--- src/rpb_pkg.sv ---
// Constants, types and default contents of the radar parameter bank.
// Assumes a 100 MHz system clock and a command decoder that hands over one access at a time.
package rpb_pkg;

    // Clock and time base
    localparam int unsigned CLK_HZ = 100_000_000;
    localparam int unsigned HOLD_UNIT_MS = 100;
    localparam int unsigned HOLD_UNIT_CYCLES = CLK_HZ / 1000 * HOLD_UNIT_MS;
    localparam int unsigned BAUD_SLOW_BPS = 38400;
    localparam int unsigned BAUD_FAST_BPS = 460800;
    localparam int unsigned BAUD_SLOW_CYCLES = CLK_HZ / BAUD_SLOW_BPS;
    localparam int unsigned BAUD_FAST_CYCLES = CLK_HZ / BAUD_FAST_BPS;
    localparam int unsigned BAUD_CNT_W = 12;

    // Array geometry
    localparam int unsigned SLOT_COUNT = 10;
    localparam int unsigned SLOT_W = 16;
    localparam int unsigned BYTE_W = 8;

    // Access classes of the parameter port
    typedef enum logic [2:0] {
        RPB_CLS_ARRAY = 3'h0,
        RPB_CLS_DETECT = 3'h1,
        RPB_CLS_FLASH = 3'h2,
        RPB_CLS_REALTIME = 3'h3,
        RPB_CLS_WRITE = 3'h4
    } rpb_class_type;

    // Array indices: hold slots 0..9, sensitivity slots 10..19
    localparam logic [7:0] IDX_HOLD_FIRST = 8'h00;
    localparam logic [7:0] IDX_SENS_FIRST = 8'h0a;
    localparam logic [7:0] IDX_SENS_LAST = 8'h13;

    // Detection parameter indices
    localparam logic [7:0] IDX_HOLD_INDEX = 8'h00;
    localparam logic [7:0] IDX_SENS_INDEX = 8'h01;
    localparam logic [7:0] IDX_SPEED_SPLIT = 8'h06;
    localparam logic [7:0] HOLD_INDEX_RESET = 8'h01;
    localparam logic [7:0] SENS_INDEX_RESET = 8'h07;
    localparam logic [7:0] SPEED_SPLIT_RESET = 8'h00;
    localparam logic [7:0] INDEX_MAX = 8'h09;
    localparam logic [7:0] SPEED_SPLIT_MAX = 8'h7f;

    // Flash word indices
    localparam logic [7:0] IDX_FIRMWARE = 8'h00;
    localparam logic [7:0] IDX_DEVICE_TYPE = 8'h01;

    // Real-time indices
    localparam logic [7:0] IDX_FLAGS = 8'h00;
    localparam logic [7:0] IDX_SPEED = 8'h01;
    localparam logic [7:0] IDX_MAGNITUDE = 8'h02;
    localparam logic [7:0] IDX_NOISE = 8'h03;
    localparam logic [7:0] IDX_OP_STATE = 8'h04;
    localparam logic [7:0] IDX_HOLD_POT = 8'h05;
    localparam logic [7:0] IDX_SENS_POT = 8'h06;

    // Write command indices
    localparam logic [7:0] IDX_SOFT_RESET = 8'h00;
    localparam logic [7:0] IDX_FACTORY = 8'h01;
    localparam logic [7:0] IDX_BAUD = 8'h02;

    // Flag bit positions
    localparam int unsigned FLAG_DETECT_BIT = 0;
    localparam int unsigned FLAG_APPROACH_BIT = 1;
    localparam int unsigned FLAG_RANGE_BIT = 2;
    localparam int unsigned FLAG_MICRO_BIT = 3;

    // Baud selections
    localparam logic [7:0] BAUD_SEL_SLOW = 8'h00;
    localparam logic [7:0] BAUD_SEL_FAST = 8'h01;

    // Operation states as reported
    localparam logic [7:0] OP_STARTUP = 8'h00;
    localparam logic [7:0] OP_LEARN = 8'h01;
    localparam logic [7:0] OP_RUN = 8'h02;

    typedef logic [SLOT_COUNT-1:0][SLOT_W-1:0] rpb_slots_type;

    // Factory contents, slot 0 in the lowest word
    localparam rpb_slots_type HOLD_DEFAULTS = {
        16'h0640, 16'h0320, 16'h0190, 16'h00c8, 16'h0064,
        16'h0032, 16'h0014, 16'h000a, 16'h0005, 16'h0002
    };
    localparam rpb_slots_type SENS_DEFAULTS = {
        16'h0000, 16'h0002, 16'h0004, 16'h0006, 16'h000a,
        16'h000e, 16'h0012, 16'h0016, 16'h001c, 16'h0022
    };

    // Identity words; both values are arbitrary
    localparam logic [15:0] FIRMWARE_DEFAULT = 16'h0100;
    localparam logic [15:0] DEVICE_TYPE_DEFAULT = 16'h00a5;

endpackage

--- src/rpb_bank.sv ---
// Parameter bank of the radar sensor: arrays, detection parameters, real-time results.
// Assumes a command decoder in front issuing single-cycle accesses, and a processing
// core that strobes its results once per completed cycle.
`timescale 1ns/1ps
`default_nettype none
module rpb_bank #(
    parameter int unsigned HOLD_UNIT_CYCLES = rpb_pkg::HOLD_UNIT_CYCLES,
    parameter logic [15:0] FIRMWARE_VERSION = rpb_pkg::FIRMWARE_DEFAULT,
    parameter logic [15:0] DEVICE_TYPE = rpb_pkg::DEVICE_TYPE_DEFAULT
) (
    // Clock and reset
    input wire logic clk,
    input wire logic rst_n,
    // Parameter access from the command decoder
    input wire logic req_valid,
    input wire logic req_write,
    input wire rpb_pkg::rpb_class_type req_class,
    input wire logic [7:0] req_index,
    input wire logic [15:0] req_wdata,
    output logic rsp_valid,
    output logic rsp_error,
    output logic [15:0] rsp_rdata,
    // Results from the processing core
    input wire logic proc_done,
    input wire logic proc_detect,
    input wire logic proc_approach,
    input wire logic proc_micro,
    input wire logic [7:0] proc_speed,
    input wire logic [7:0] proc_magnitude,
    input wire logic [7:0] proc_noise,
    input wire logic [7:0] proc_op_state,
    input wire logic [3:0] pot_hold_index,
    input wire logic [3:0] pot_sens_index,
    // Settings towards the core and the serial link
    output logic [15:0] hold_time_value,
    output logic [15:0] sensitivity_value,
    output logic [7:0] speed_split_threshold,
    output logic hold_active,
    output logic baud_fast,
    output logic baud_tick,
    output logic soft_reset_pulse
);
    import rpb_pkg::*;

    // Elaboration-time guard on the time base
    if (HOLD_UNIT_CYCLES < 1) begin : g_bad_unit
        $error("HOLD_UNIT_CYCLES must be at least one");
    end

    localparam logic [31:0] UNIT_LAST = 32'(HOLD_UNIT_CYCLES - 1);
    localparam logic [BAUD_CNT_W-1:0] BAUD_SLOW_LAST = BAUD_CNT_W'(BAUD_SLOW_CYCLES - 1);
    localparam logic [BAUD_CNT_W-1:0] BAUD_FAST_LAST = BAUD_CNT_W'(BAUD_FAST_CYCLES - 1);

    // Whole state of the bank
    typedef struct packed {
        rpb_slots_type hold_slots;
        rpb_slots_type sens_slots;
        logic [7:0] hold_time_index;
        logic [7:0] sensitivity_index;
        logic [7:0] speed_split_threshold;
        logic [7:0] detection_flags;
        logic [7:0] detection_speed;
        logic [7:0] detection_magnitude;
        logic [7:0] noise_level;
        logic [7:0] operation_state;
        logic [7:0] hold_pot_index;
        logic [7:0] sensitivity_pot_index;
        logic baud_fast;
        logic [BAUD_CNT_W-1:0] baud_count;
        logic baud_tick;
        logic [31:0] unit_count;
        logic [15:0] hold_left;
        logic hold_active;
        logic rsp_valid;
        logic rsp_error;
        logic [15:0] rsp_rdata;
        logic soft_reset_pulse;
    } rpb_state_type;

    rpb_state_type state;
    rpb_state_type next_state;

    // Clamp an analogue index to the last slot so a stray code never reads past the array
    function automatic logic [7:0] clamp_index(input logic [7:0] raw);
        clamp_index = (raw > INDEX_MAX) ? INDEX_MAX : raw;
    endfunction

    // Pick one slot of an array by index
    function automatic logic [15:0] pick_slot(input rpb_slots_type slots, input logic [7:0] idx);
        logic [3:0] i;
        i = 4'(clamp_index(idx));
        pick_slot = slots[i];
    endfunction

    // Values that a soft reset or power-on gives to the volatile part
    function automatic rpb_state_type volatile_clear(input rpb_state_type s);
        rpb_state_type r;
        r = s;
        r.detection_flags = '0;
        r.detection_speed = '0;
        r.detection_magnitude = '0;
        r.noise_level = '0;
        r.operation_state = OP_STARTUP;
        r.baud_fast = 1'b0;
        r.baud_count = '0;
        r.baud_tick = 1'b0;
        r.unit_count = '0;
        r.hold_left = '0;
        r.hold_active = 1'b0;
        r.rsp_valid = 1'b0;
        r.rsp_error = 1'b0;
        r.rsp_rdata = '0;
        r.soft_reset_pulse = 1'b0;
        volatile_clear = r;
    endfunction

    // Factory contents of every stored parameter
    function automatic rpb_state_type factory_load(input rpb_state_type s);
        rpb_state_type r;
        r = s;
        r.hold_slots = HOLD_DEFAULTS;
        r.sens_slots = SENS_DEFAULTS;
        r.hold_time_index = HOLD_INDEX_RESET;
        r.sensitivity_index = SENS_INDEX_RESET;
        r.speed_split_threshold = SPEED_SPLIT_RESET;
        factory_load = r;
    endfunction

    // Next state: results capture, timers and parameter access
    always_comb
    begin
        logic [7:0] flags;
        logic unit_tick;
        logic [15:0] selected_hold;
        flags = '0;
        unit_tick = 1'b0;
        selected_hold = '0;
        next_state = state;
        next_state.rsp_valid = 1'b0;
        next_state.rsp_error = 1'b0;
        next_state.soft_reset_pulse = 1'b0;
        next_state.baud_tick = 1'b0;

        // Potentiometer indices follow their inputs, limited to 00..09
        next_state.hold_pot_index = clamp_index({4'h0, pot_hold_index});
        next_state.sensitivity_pot_index = clamp_index({4'h0, pot_sens_index});

        // Snapshot only on a completed cycle so a read never sees a half update
        if (proc_done)
        begin
            flags[FLAG_DETECT_BIT] = proc_detect;
            flags[FLAG_APPROACH_BIT] = proc_detect & proc_approach;
            flags[FLAG_RANGE_BIT] = proc_detect && (state.speed_split_threshold != '0)
                && (proc_speed > state.speed_split_threshold);
            flags[FLAG_MICRO_BIT] = proc_micro;
            next_state.detection_flags = flags;
            next_state.noise_level = proc_noise;
            next_state.operation_state = proc_op_state;
            if (proc_detect)
            begin
                next_state.detection_speed = proc_speed;
                next_state.detection_magnitude = proc_magnitude;
            end
        end

        // Baud enable divider; restarts whenever the rate changes
        if (state.baud_count == (state.baud_fast ? BAUD_FAST_LAST : BAUD_SLOW_LAST))
        begin
            next_state.baud_count = '0;
            next_state.baud_tick = 1'b1;
        end
        else
        begin
            next_state.baud_count = state.baud_count + 1'b1;
        end

        // 100 ms time base for the hold timer
        if (state.unit_count == UNIT_LAST)
        begin
            next_state.unit_count = '0;
            unit_tick = 1'b1;
        end
        else
        begin
            next_state.unit_count = state.unit_count + 1'b1;
        end

        // Hold timer counts the selected slot in 100 ms units, retriggered per detection
        selected_hold = pick_slot(state.hold_slots, state.hold_time_index);
        if (proc_done && proc_detect)
        begin
            next_state.hold_left = selected_hold;
            next_state.hold_active = 1'b1;
        end
        else if (state.hold_active && unit_tick)
        begin
            if (state.hold_left <= 16'h0001)
            begin
                next_state.hold_left = '0;
                next_state.hold_active = 1'b0;
            end
            else
            begin
                next_state.hold_left = state.hold_left - 1'b1;
            end
        end

        // Parameter access, answered one cycle later
        if (req_valid)
        begin
            next_state.rsp_valid = 1'b1;
            case (req_class)
                RPB_CLS_ARRAY:
                begin
                    if (req_index <= IDX_SENS_LAST)
                    begin
                        if (req_index < IDX_SENS_FIRST)
                        begin
                            next_state.rsp_rdata = state.hold_slots[req_index[3:0]];
                            if (req_write)
                            begin
                                next_state.hold_slots[req_index[3:0]] = req_wdata;
                            end
                        end
                        else
                        begin
                            next_state.rsp_rdata =
                                state.sens_slots[4'(req_index - IDX_SENS_FIRST)];
                            if (req_write)
                            begin
                                next_state.sens_slots[4'(req_index - IDX_SENS_FIRST)] = req_wdata;
                            end
                        end
                    end
                    else
                    begin
                        next_state.rsp_rdata = '0;
                        next_state.rsp_error = 1'b1;
                    end
                end
                RPB_CLS_DETECT:
                begin
                    next_state.rsp_rdata = '0;
                    case (req_index)
                        IDX_HOLD_INDEX:
                        begin
                            next_state.rsp_rdata = {8'h00, state.hold_time_index};
                            if (req_write && req_wdata <= {8'h00, INDEX_MAX})
                                next_state.hold_time_index = req_wdata[7:0];
                            else if (req_write)
                                next_state.rsp_error = 1'b1;
                        end
                        IDX_SENS_INDEX:
                        begin
                            next_state.rsp_rdata = {8'h00, state.sensitivity_index};
                            if (req_write && req_wdata <= {8'h00, INDEX_MAX})
                                next_state.sensitivity_index = req_wdata[7:0];
                            else if (req_write)
                                next_state.rsp_error = 1'b1;
                        end
                        IDX_SPEED_SPLIT:
                        begin
                            next_state.rsp_rdata = {8'h00, state.speed_split_threshold};
                            if (req_write && req_wdata <= {8'h00, SPEED_SPLIT_MAX})
                                next_state.speed_split_threshold = req_wdata[7:0];
                            else if (req_write)
                                next_state.rsp_error = 1'b1;
                        end
                        default:
                        begin
                            next_state.rsp_error = 1'b1;
                        end
                    endcase
                end
                RPB_CLS_FLASH:
                begin
                    // Read-only: a write is refused and stores nothing
                    next_state.rsp_error = req_write;
                    case (req_index)
                        IDX_FIRMWARE: next_state.rsp_rdata = FIRMWARE_VERSION;
                        IDX_DEVICE_TYPE: next_state.rsp_rdata = DEVICE_TYPE;
                        default:
                        begin
                            next_state.rsp_rdata = '0;
                            next_state.rsp_error = 1'b1;
                        end
                    endcase
                end
                RPB_CLS_REALTIME:
                begin
                    next_state.rsp_error = req_write;
                    case (req_index)
                        IDX_FLAGS: next_state.rsp_rdata = {8'h00, state.detection_flags};
                        IDX_SPEED: next_state.rsp_rdata = {8'h00, state.detection_speed};
                        IDX_MAGNITUDE: next_state.rsp_rdata = {8'h00, state.detection_magnitude};
                        IDX_NOISE: next_state.rsp_rdata = {8'h00, state.noise_level};
                        IDX_OP_STATE: next_state.rsp_rdata = {8'h00, state.operation_state};
                        IDX_HOLD_POT: next_state.rsp_rdata = {8'h00, state.hold_pot_index};
                        IDX_SENS_POT: next_state.rsp_rdata = {8'h00, state.sensitivity_pot_index};
                        default:
                        begin
                            next_state.rsp_rdata = '0;
                            next_state.rsp_error = 1'b1;
                        end
                    endcase
                end
                RPB_CLS_WRITE:
                begin
                    next_state.rsp_rdata = '0;
                    next_state.rsp_error = !req_write;
                    if (req_write)
                    begin
                        case (req_index)
                            IDX_SOFT_RESET:
                            begin
                                // Stored parameters survive; volatile state and rate do not
                                next_state = volatile_clear(next_state);
                                next_state.rsp_valid = 1'b1;
                                next_state.soft_reset_pulse = 1'b1;
                            end
                            IDX_FACTORY:
                            begin
                                next_state = factory_load(next_state);
                            end
                            IDX_BAUD:
                            begin
                                if (req_wdata == {8'h00, BAUD_SEL_SLOW}
                                    || req_wdata == {8'h00, BAUD_SEL_FAST})
                                begin
                                    next_state.baud_fast = req_wdata[0];
                                    next_state.baud_count = '0;
                                end
                                else
                                begin
                                    next_state.rsp_error = 1'b1;
                                end
                            end
                            default:
                            begin
                                next_state.rsp_error = 1'b1;
                            end
                        endcase
                    end
                end
                default:
                begin
                    next_state.rsp_rdata = '0;
                    next_state.rsp_error = 1'b1;
                end
            endcase
        end
    end

    // State register; power-on gives factory contents and the slow rate
    always_ff @(posedge clk or negedge rst_n)
    begin
        if (!rst_n)
        begin
            state <= volatile_clear(factory_load('0));
        end
        else
        begin
            state <= next_state;
        end
    end

    // Outputs straight from the state
    assign rsp_valid = state.rsp_valid;
    assign rsp_error = state.rsp_error;
    assign rsp_rdata = state.rsp_rdata;
    assign hold_time_value = pick_slot(state.hold_slots, state.hold_time_index);
    assign sensitivity_value = pick_slot(state.sens_slots, state.sensitivity_index);
    assign speed_split_threshold = state.speed_split_threshold;
    assign hold_active = state.hold_active;
    assign baud_fast = state.baud_fast;
    assign baud_tick = state.baud_tick;
    assign soft_reset_pulse = state.soft_reset_pulse;

endmodule
`default_nettype wire

--- config.mk ---
export PLATFORM = sky130hd
export DESIGN_NAME = rpb_bank
export DESIGN_NICKNAME = d
export VERILOG_FILES = /design/src/rpb_pkg.sv /design/src/rpb_bank.sv
export SDC_FILE = /design/constraint.sdc
export NUM_CORES = 1
export LEC_CHECK = 0
export BUFFER_PORTS_ARGS = -buffer_cell sky130_fd_sc_hd__buf_4
export CORE_MARGIN = 3
export CORE_UTILIZATION = 30
export CTS_CLUSTER_SIZE = 14
export DETAILED_ROUTE_END_ITERATION = 16
export PLACE_DENSITY = 0.43
export SYNTH_ARGS = -nofsm -noshare
export SYNTH_HDL_FRONTEND = slang
export SYNTH_SLANG_ARGS = --single-unit
--- constraint.sdc ---
create_clock -name clk -period 2.75 [get_ports clk]
set_input_delay 0.4125 -clock clk [delete_from_list [all_inputs] [get_ports clk]]
set_output_delay 0.4125 -clock clk [all_outputs]
set_load 0.005 [all_outputs]
==> results.py, run 1 <==
metrics = {
    "run_status": {
        "status": "finished, violations left",
        "violations": "negative setup slack",
    },
    "grt": {
        "grt_max_degree": 73,
        "grt_pass1_vias": 23727,
        "grt_first_pass_wirelength_um": 164000,
        "gr-total-overflow": 0,
        "grt_use_total": 0.243,
        "antenna_found_initial": 1,
    },
    "logic_synthesis": {
        "yosys_warnings": 0,
        "synthCells": 2664,
        "ys_types": 84,
        "yosysTopAreaCell": "dfrtp_1",
        "ys_seq_area_frac": 0.461,
        "synth.avg_cell_area_um2": 9.71,
        "ys_seq_elements": 474,
        "yosysMostFrequentCell": "dfrtp_1",
        "syn_area_um2": 25900,
        "ys_top_cells_by_count": "426 x dfrtp_1, 304 x o21ai_0, 286 x nand2_1",
        "synth-async-reset-ratio": 1.00,
        "synth_fp_nets": 2752,
        "synth_area_leaders": "dfrtp_1 41%, o21ai_0 5.9%, mux4_2 5.7%",
        "synth_edf_count": 0,
        "yosysTopAreaCellShare": 0.412,
        "synth_ff_type": "dfrtp_1",
    },
    "setup_path": {
        "critical_path.cell_chain": "or4_4, nor3_4, buf_12, buf_4, buf_16, mux2i_1, a211oi_2, buf_4, a21oi_2, a21oi_2, buf_4",
        "crit_top_cell": "buf_4",
        "end_kind": "output port",
        "crit_type": "register to output port",
        "crit_required_ps": 2340,
        "crit_path_start_kind": "register",
        "critPathMaxStageDelay_ps": 580,
        "cp_slowest_cell": "or4_4",
        "cp_max_fo": 4,
        "critical_path_arrival_ps": 3100,
    },
    "placement": {
        "place_congestion": 0.895,
        "io_buffers": 136,
        "preCtsSetupSlack_ps": -623,
        "post-dp-hpwl_um": 78500,
    },
    "clock_tree": {
        "cts.path.max_buffers": 3,
        "cts_max_level": 2,
        "clk_latency_ps": 630,
        "cts_sinks": 474,
        "cts_tree": "yes",
        "path_clk_slew_ps": 60,
        "root_buffer": "clkbuf_16",
        "cts_inserted_buffers": 57,
    },
    "sta": {
        "post-route-min-period_ps": 3510,
        "worst_slack_ps": -759,
        "period_share": 1.28,
        "setup-violations-final": 32,
        "worstMarginPinSlew_ps": 1230,
        "rsz0062_at_grt": "true",
        "finalSetupTns_ps": -17800,
        "slew_headroom": 0.179,
        "max_freq_ghz": 0.285,
        "finClkSkew_ps": 23.8,
        "final_max_slew_viol_count": 0,
        "hold_violations": 0,
    },
    "drt": {
        "drt-met1-wl_um": 49900,
        "dr_wl_met3_um": 7410,
        "wirelength_um": 111000,
        "drtIter0Drc": 2022,
        "dr_total_vias": 23629,
        "highest_layer": "met4",
        "wire_per_inst_um": 26.5,
        "ant_nets": 0,
        "drcViolationCount": 0,
        "vias_per_cell": 5.63,
        "firstDrtPassIters": 5,
        "met2_length_um": 50800,
    },
    "die": {
        "start_util": 0.303,
        "core_um2": 85300,
        "dieArea_um2": 89800,
        "die_y_um": 300,
        "ios": 137,
        "die_w_um": 300,
        "rows": 107,
    },
    "pwr": {
        "leakagePower_nw": 14.7,
        "power_density_nw_per_um2": 566,
        "peakVddDrop_mv": 0.551,
    },
    "run": {
        "cap_violations": 0,
    },
    "final_layout": {
        "drive_gt1_frac": 0.297,
        "nets": 3094,
        "syn_to_final_growth_pct": 29.6,
        "fillerInstances": 8428,
        "postLayoutCoreUtil": 0.393,
    },
    "worst_hold_path": {
        "hold_class": "input pin to register",
    },
}
[path summary, 6_finish.rpt]
kind | from | endpoint | slack, ps | depth (start not counted)
min in group asynchronous | rst_n | state[74]$_DFF_PN0_ | 360 | 2
max in group asynchronous | rst_n | state[245]$_DFFE_PN1P_ | 1480 | 3
hold / removal | req_valid | rsp_valid$_DFF_PN0_ | 30 | 1
hold reg to reg | state[36]$_DFF_PN0_ | state[36]$_DFF_PN0_ | 490 | 1
setup reg to reg | state[159]$_DFFE_PN0P_ | state[33]$_DFF_PN0_ | 220 | 11
setup / recovery | state[151]$_DFFE_PN0P_ | sensitivity_value[7] | -760 | 11
[where the power goes]
group | switching (W) | internal [W] | total, W
logic | 0.00170 | 0.00118 | 0.00287
registers | 0.000272 | 0.00727 | 0.00754
clock network | 0.00324 | 0.00535 | 0.00859
total | 0.00521 | 0.0138 | 0.0190
[critical path: cells and delay by family, from the launching register on]
family                 cells  cell delay [ps]
flip-flops                 1              390
buffers and inverters      5              740
multiplexers               1               90
AND/OR/NAND/NOR            2              750
AO/OA/AOI/OAI              3              510
[state kept, by name, indices dropped and copies added, names as in the netlist]
signal / count
hold_active: 1
baud_tick: 1
rsp_valid: 1
soft_reset_pulse: 1
rsp_error: 1
speed_split_threshold: 8
state: 444
baud_fast: 1
rsp_rdata: 16
[metrics by stage]
| step | hold WS (ps) | cell area (um2) | instances | power, W |
|---|---|---|---|---|
| after detailed placement | 441 | 30400 | 4050 | 0.0102 |
| after global placement | 435 | 30400 | 4050 | 0.0102 |
| after CTS | 2.76 | 33400 | 4191 | 0.0191 |
| after global routing | 8.21 | 33500 | 4197 | 0.0197 |
| after floorplan | 117 | 25900 | 2664 | 0.00881 |
| final | 26.0 | 33500 | 4198 | 0.0190 |
[final cells by class]
type	count	area, um2	share of cell area
Multi-Input combinational cell	1918	13200	0.393
Sequential cell	474	11900	0.355
Timing Repair Buffer	528	4760	0.142
Clock buffer	79	1670	0.0498
Tap cell	1144	1430	0.0427
Clock inverter	27	460	0.0137
Inverter	27	103	0.00306
Antenna cell	1	2.50	0.0000746
[kinds of logic (layout without fill, tap and decap cells)]
| family | Yosys count | in the layout | share of synthesized area |
|---|---|---|---|
| adder cells (fa/ha/maj) | 13 | 13 | 0.00629 |
| AND/OR/NAND/NOR | 883 | 883 | 0.164 |
| AO/OA/AOI/OAI | 702 | 702 | 0.167 |
| other | 0 | 1 | 0 |
| flip-flops | 474 | 474 | 0.461 |
| XOR/XNOR | 52 | 52 | 0.0176 |
| buffers and inverters | 272 | 661 | 0.0454 |
| multiplexers | 268 | 268 | 0.139 |
[repair_timing]
action,CTS,global route
endpoints found under the hold margin,44,0
setup endpoints to repair,33,32
cloned,5,1
hold buffers,4,0
gates resized for setup,110,33
pin swaps,34,18
setup buffers,33,10
[routing by layer]
metal,track usage,vias to the layer above
met2,0.384,827
met4,0.0694,0
met3,0.0440,162
li1,-,10454
met1,0.341,12186
met5,0,-
[cells in the final DEF (no fill, tap or decap), types with 11 or more instances in the layout]
cell / synthesis / routed
nand2_1: 286 / 284
clkbuf_8: 0 / 14
clkbuf_16: 0 / 59
a221o_1: 18 / 18
inv_1: 24 / 24
or3_1: 11 / 11
dfstp_2: 48 / 48
xnor2_1: 18 / 17
nand4_1: 22 / 22
a31oi_1: 16 / 16
clkinv_2: 0 / 11
nor4_1: 18 / 18
and3_1: 20 / 20
nor3_1: 74 / 73
nand3_1: 208 / 207
o21ai_1: 49 / 57
a22oi_1: 26 / 25
mux4_2: 65 / 65
o21ai_0: 304 / 278
a21oi_1: 111 / 103
buf_12: 0 / 46
xor2_1: 34 / 33
buf_6: 2 / 21
o21ai_2: 0 / 14
nor2b_1: 26 / 26
nor2_1: 139 / 135
a22o_1: 39 / 39
nand2b_1: 20 / 20
mux2_2: 80 / 79
ha_1: 13 / 12
buf_4: 24 / 448
mux2i_1: 123 / 114
o2bb2ai_1: 20 / 20
bufinv_16: 0 / 12
dfrtp_1: 426 / 426
(Power assumes the default switching activity.)
==> run 2, diff against run 1 <==
--- a/config.mk
+++ b/config.mk
@@ -6,7 +6,6 @@
 export NUM_CORES = 1
 export LEC_CHECK = 0
 export BUFFER_PORTS_ARGS = -buffer_cell sky130_fd_sc_hd__buf_4
-export CORE_MARGIN = 3
 export CORE_UTILIZATION = 30
 export CTS_CLUSTER_SIZE = 14
 export DETAILED_ROUTE_END_ITERATION = 16
==> run 2 against run 1 <==
Critical path depth is 2 lower. Sequential share of layout area is 0.16 points higher. Cell count is 0.31% higher. Utilization is 0.18 points lower. Maximum frequency is 0.35% lower. Via count is 0.69% lower. Combinational power is 2% higher. The run still ends with negative setup slack left. Global-route usage is 0.80 points higher. Highest routed layer is now met5. Hold slack better by 9.4 ps. Clock power is 9.1% lower. Final area is 0.46% lower. First-iteration DRC count is 8.7% lower.
==> results.py, run 2 (synthesized netlist as in run 1, its figures left out) <==
metrics = {
    "run": {
        "cap_violations": 0,
    },
    "worst_hold_path": {
        "hold_class": "input pin to register",
    },
    "final_layout": {
        "stdcell_count": 4211,
        "drive_gt1_frac": 0.298,
        "nets": 3108,
        "largest_register_ffs": 444,
        "n_antenna_cell": 0,
        "most-common-layout-cells": "458 x buf_4, 426 x dfrtp_1, 284 x nand2_1, 284 x o21ai_0, 207 x nand3_1",
        "syn_to_final_growth_pct": 29.1,
        "final_common_cell": "buf_4",
        "top_register": "state",
        "fillerInstances": 8491,
    },
    "clock_tree": {
        "path_clk_slew_ps": 60,
        "clk_latency_ps": 640,
        "cts_sinks": 474,
        "cts_max_level": 2,
        "cts_inserted_buffers": 58,
        "cts.path.max_buffers": 3,
        "root_buffer": "clkbuf_16",
        "cts_tree": "yes",
    },
    "drt": {
        "ant_nets": 0,
        "met2_length_um": 50400,
        "dr_total_vias": 23467,
        "drtIter0Drc": 1847,
        "drcViolationCount": 0,
        "firstDrtPassIters": 5,
        "wire_per_inst_um": 26.1,
        "drt-met1-wl_um": 49600,
        "vias_per_cell": 5.57,
        "wirelength_um": 110000,
        "highest_layer": "met5",
        "dr_wl_met3_um": 6590,
    },
    "pwr": {
        "power.switching_w": 0.00522,
        "power_w": 0.0183,
        "p_int_w": 0.0131,
        "swShare": 0.286,
        "leakagePower_nw": 14.6,
        "pwr-share-comb": 0.160,
        "peakVddDrop_mv": 0.476,
        "seqPwrFrac": 0.413,
        "power_density_nw_per_um2": 547,
        "clkPwrFrac": 0.427,
    },
    "placement": {
        "preCtsSetupSlack_ps": -450,
        "post-dp-hpwl_um": 77600,
        "place_congestion": 0.898,
        "io_buffers": 136,
        "placed_cells": 4039,
    },
    "sta": {
        "period_share": 1.28,
        "hold_violations": 0,
        "worstMarginPinSlew_ps": 1060,
        "setup-violations-final": 32,
        "slew_headroom": 0.289,
        "post-route-min-period_ps": 3520,
        "hold_slack_ps": 35.4,
        "finClkSkew_ps": 30.7,
        "rsz0062_at_grt": "true",
        "final_max_slew_viol_count": 0,
        "worst_slack_ps": -771,
        "max_freq_ghz": 0.284,
    },
    "setup_path": {
        "crit_type": "register to output port",
        "crit_path_start_kind": "register",
        "critical_path_arrival_ps": 3110,
        "end_kind": "output port",
        "cp_max_fo": 6,
        "crit_required_ps": 2340,
    },
    "die": {
        "dieArea_um2": 87400,
        "core_um2": 85300,
        "die_w_um": 296,
        "start_util": 0.303,
        "rows": 107,
        "ios": 137,
        "die_y_um": 296,
    },
    "grt": {
        "antenna_found_initial": 4,
        "grt_pass1_vias": 23874,
        "grt_first_pass_wirelength_um": 163000,
        "grt_max_degree": 114,
        "gr-total-overflow": 0,
        "grt_use_total": 0.251,
    },
    "run_status": {
        "status": "finished, violations left",
        "violations": "negative setup slack",
    },
}
[run 2: cell types whose count changed in the layout (fill, tap and decap cells not counted), moves of 4 or more]
cell | before | now
a21oi_1 | 103 | 99
bufinv_16 | 12 | 3
buf_6 | 21 | 28
clkbuf_1 | 7 | 12
clkinv_2 | 11 | 16
buf_4 | 448 | 458
o21ai_0 | 278 | 284
[run 2: metal layers]
metal  track usage  vias to the layer above
met5             0                        -
met2         0.399                      839
met1         0.348                    11966
li1              -                    10484
met4        0.0809                        6
met3        0.0393                      172
[run 2: what timing repair did]
item                       in CTS  in global routing
hold buffers                    5                  0
hold endpoints to repair       42                  0
buffers inserted               50                 14
gates resized for setup       116                 28
setup endpoints to repair      35                 32
gates cloned                    5                  0
pin swaps                      39                 30
[run 2: metrics by stage]
stage	util	area (um2)	TNS, ps
floorplan	-	25900	0
global placement	0.356	30300	-29520
detailed placement	0.356	30300	-34110
CTS	0.389	33200	-19690
global route	0.392	33400	-22470
finish	0.392	33400	-19870
[run 2: worst max-delay path, cell delays in order (launching register included)]
cell and delay, ps:
dfrtp_1 380, or4_4 570, nor3_4 210, buf_12 180, buf_4 120, buf_4 100, mux4_2 480, mux2i_1 170
a21oi_2 100, buf_4 140
[run 2: layout make-up]
class                      instances  area, um2  area share
sequential                       474      11900       0.357
clock buffer                      85       1710      0.0513
timing repair buffer             541       4830       0.145
tap                             1144       1430      0.0429
inverter                          27        103     0.00307
multi-input combinational       1918      13200       0.395
clock inverter                    22        214     0.00641
[run 2: power groups by stage]
stage / Clock [W] / Combinational, W / Sequential [W]
2_1_floorplan: 0 / 0.00127 / 0.00755
3_3_place_gp: 0 / 0.00256 / 0.00765
3_5_place_dp: 0 / 0.00258 / 0.00766
4_1_cts: 0.00797 / 0.00288 / 0.00754
5_1_grt: 0.00825 / 0.00310 / 0.00757
6_report: 0.00781 / 0.00292 / 0.00754
[run 2: path summary, 6_finish.rpt]
kind	from	slack, ps	to	depth (start not counted)
max	state[151]$_DFFE_PN0P_	-770	sensitivity_value[11]	9
min	proc_op_state[0]	40	state[98]$_DFF_PN0_	3
max reg2reg	state[154]$_DFFE_PN1P_	60	state[35]$_DFF_PN0_	12
min reg2reg	state[36]$_DFF_PN0_	480	state[36]$_DFF_PN0_	1
max in group asynchronous	rst_n	1390	state[288]$_DFFE_PN0P_	3
min in group asynchronous	rst_n	300	state[46]$_DFF_PN0_	2
==> run 3, diff against run 2 <==
==> constraint.sdc (replaced) <==
create_clock -name clk -period 4.43 [get_ports clk]
set_input_delay 0.6645 -clock clk [delete_from_list [all_inputs] [get_ports clk]]
set_output_delay 0.6645 -clock clk [all_outputs]
set_load 0.005 [all_outputs]
==> run 3 against run 2 <==
The run now ends clean. Global-route usage is 0.86 points lower. Routed wire length is 2.9% lower. Utilization is 3.7 points lower. Largest power group unchanged.
==> results.py, run 3 (synthesized netlist as in run 1, its figures left out) <==
metrics = {
    "run_status": {
        "status": "completed",
    },
    "sta": {
        "max_freq_ghz": 0.242,
        "final_max_slew_viol_count": 0,
        "slew_headroom": 0.174,
        "finalSetupTns_ps": 0,
        "worstMarginPinSlew_ps": 1230,
        "rsz0062_at_grt": "false",
        "setup-violations-final": 0,
        "period_share": 0.932,
        "finClkSkew_ps": 34.0,
        "hold_violations": 0,
        "hold_slack_ps": 190,
        "post-route-min-period_ps": 4130,
    },
    "drt": {
        "vias_per_cell": 5.77,
        "dr_total_vias": 22617,
        "wire_per_inst_um": 27.3,
        "ant_nets": 0,
        "drcViolationCount": 0,
        "wirelength_um": 107000,
        "drtIter0Drc": 2235,
        "firstDrtPassIters": 7,
    },
    "die": {
        "die_y_um": 296,
        "dieArea_um2": 87400,
        "ios": 137,
        "start_util": 0.303,
        "die_w_um": 296,
        "core_um2": 85300,
        "rows": 107,
    },
    "setup_path": {
        "regToRegStartpoint": "state[161]$_DFFE_PN0P_",
        "crit_path_start_kind": "register",
        "critical_path_arrival_ps": 3470,
        "crit_required_ps": 3770,
        "critPathMaxStageDelay_ps": 620,
        "cp_slowest_cell": "or4_1",
        "cp_max_fo": 20,
        "crit_top_cell": "buf_4",
        "crit_family": "simple AND/OR/NAND/NOR gates",
        "crit_type": "register to output port",
        "end_kind": "output port",
        "path_buf_inv": 2,
        "critical_path.cell_chain": "or4_1, nor3_2, buf_4, mux4_2, mux2i_1, a21oi_1, buf_4",
        "crit_start": "state[153]$_DFFE_PN0P_",
    },
    "pwr": {
        "swShare": 0.282,
        "power_w": 0.0109,
        "power_density_nw_per_um2": 362,
        "clkPwrFrac": 0.440,
        "leakagePower_nw": 12.9,
        "pwr-share-comb": 0.132,
        "peakVddDrop_mv": 0.280,
        "seqPwrFrac": 0.429,
        "p_int_w": 0.00785,
        "power.switching_w": 0.00309,
    },
    "grt": {
        "antenna_found_initial": 2,
        "gr-total-overflow": 0,
        "grt_pass1_vias": 22202,
        "grt_max_degree": 117,
        "grt_use_total": 0.242,
        "grt_first_pass_wirelength_um": 157000,
    },
    "placement": {
        "io_buffers": 136,
        "post-dp-hpwl_um": 73800,
        "place_congestion": 0.871,
        "placed_cells": 3813,
    },
    "clock_tree": {
        "cts_sinks": 474,
        "cts_max_level": 2,
        "path_clk_slew_ps": 60,
        "clk_latency_ps": 630,
        "cts_tree": "yes",
        "root_buffer": "clkbuf_16",
        "postCtsSetupBuffers": 0,
        "cts.path.max_buffers": 3,
        "cts_inserted_buffers": 57,
    },
    "final_layout": {
        "drive_gt1_frac": 0.204,
        "final_common_cell": "dfrtp_1",
        "most-common-layout-cells": "426 x dfrtp_1, 303 x o21ai_0, 285 x nand2_1",
        "largest_register_ffs": 444,
        "multi_input_area_um2": 12800,
        "final-seq-area_um2": 11900,
        "postLayoutCoreUtil": 0.354,
        "fillerInstances": 8674,
        "stdcell_count": 3922,
        "top_register": "state",
        "nets": 2817,
        "syn_to_final_growth_pct": 16.7,
    },
    "run": {
        "cap_violations": 0,
    },
    "worst_hold_path": {
        "hold_class": "input pin to register",
        "hp-start": "pot_sens_index[3]",
    },
}
run 3: what timing repair did:
action | 4_1_cts | 5_1_grt
endpoints found under the setup margin | 1 | 1
pin swaps | 0 | 0
resized for setup | 1 | 1
hold endpoints to repair | 38 | 0
gates cloned | 0 | 0
hold buffers | 1 | 0
run 3: final timing paths:
kind                                     endpoint  slack (ps)  depth (start not counted)
max reg2reg                   state[34]$_DFF_PN0_        1560                          8
min reg2reg                   state[36]$_DFF_PN0_         500                          1
max                          sensitivity_value[2]         300                          7
max in group asynchronous  state[180]$_DFFE_PN1P_        2760                          4
min                           state[85]$_DFF_PN0_         190                          1
min in group asynchronous     state[57]$_DFF_PN0_         550                          2
run 3: power groups by stage:
stage	registers (W)	clock network [W]	logic [W]
2_1_floorplan	0.00469	0	0.000784
3_3_place_gp	0.00476	0	0.00142
3_5_place_dp	0.00476	0	0.00143
4_1_cts	0.00469	0.00491	0.00144
5_1_grt	0.00471	0.00510	0.00155
6_report	0.00469	0.00481	0.00144
run 3: metal layers:
metal / share of wire / wire (um) / track usage
met1: 0.45 / 47700 / 0.341
met2: 0.46 / 48800 / 0.381
met3: 0.072 / 7660 / 0.0428
met4: 0.025 / 2730 / 0.0684
met5: 0.00012 / 13 / 0
run 3: layout make-up:
cell class | instances | area share
antenna | 2 | 0.000166
clock buffer | 89 | 0.0562
clock inverter | 17 | 0.00650
inverter | 27 | 0.00336
multi-input combinational | 1918 | 0.425
sequential | 474 | 0.395
tap | 1144 | 0.0474
timing repair buffer | 251 | 0.0666
run 3: through the flow:
step	cell area [um2]	worst slack (ps)
after detailed placement	28300	624
final	30200	300
after CTS	30200	7.44
after global routing	30200	120
after global placement	28300	605
after floorplan	25900	958
run 3: worst register-to-register path: stages (launching register included):
cell       delay, ps
dfrtp_1          410
or4_4            720
a211oi_2         250
buf_4            280
a211oi_1         140
a311o_1          350
o21ai_0          330
buf_4            230
o2bb2ai_1        120
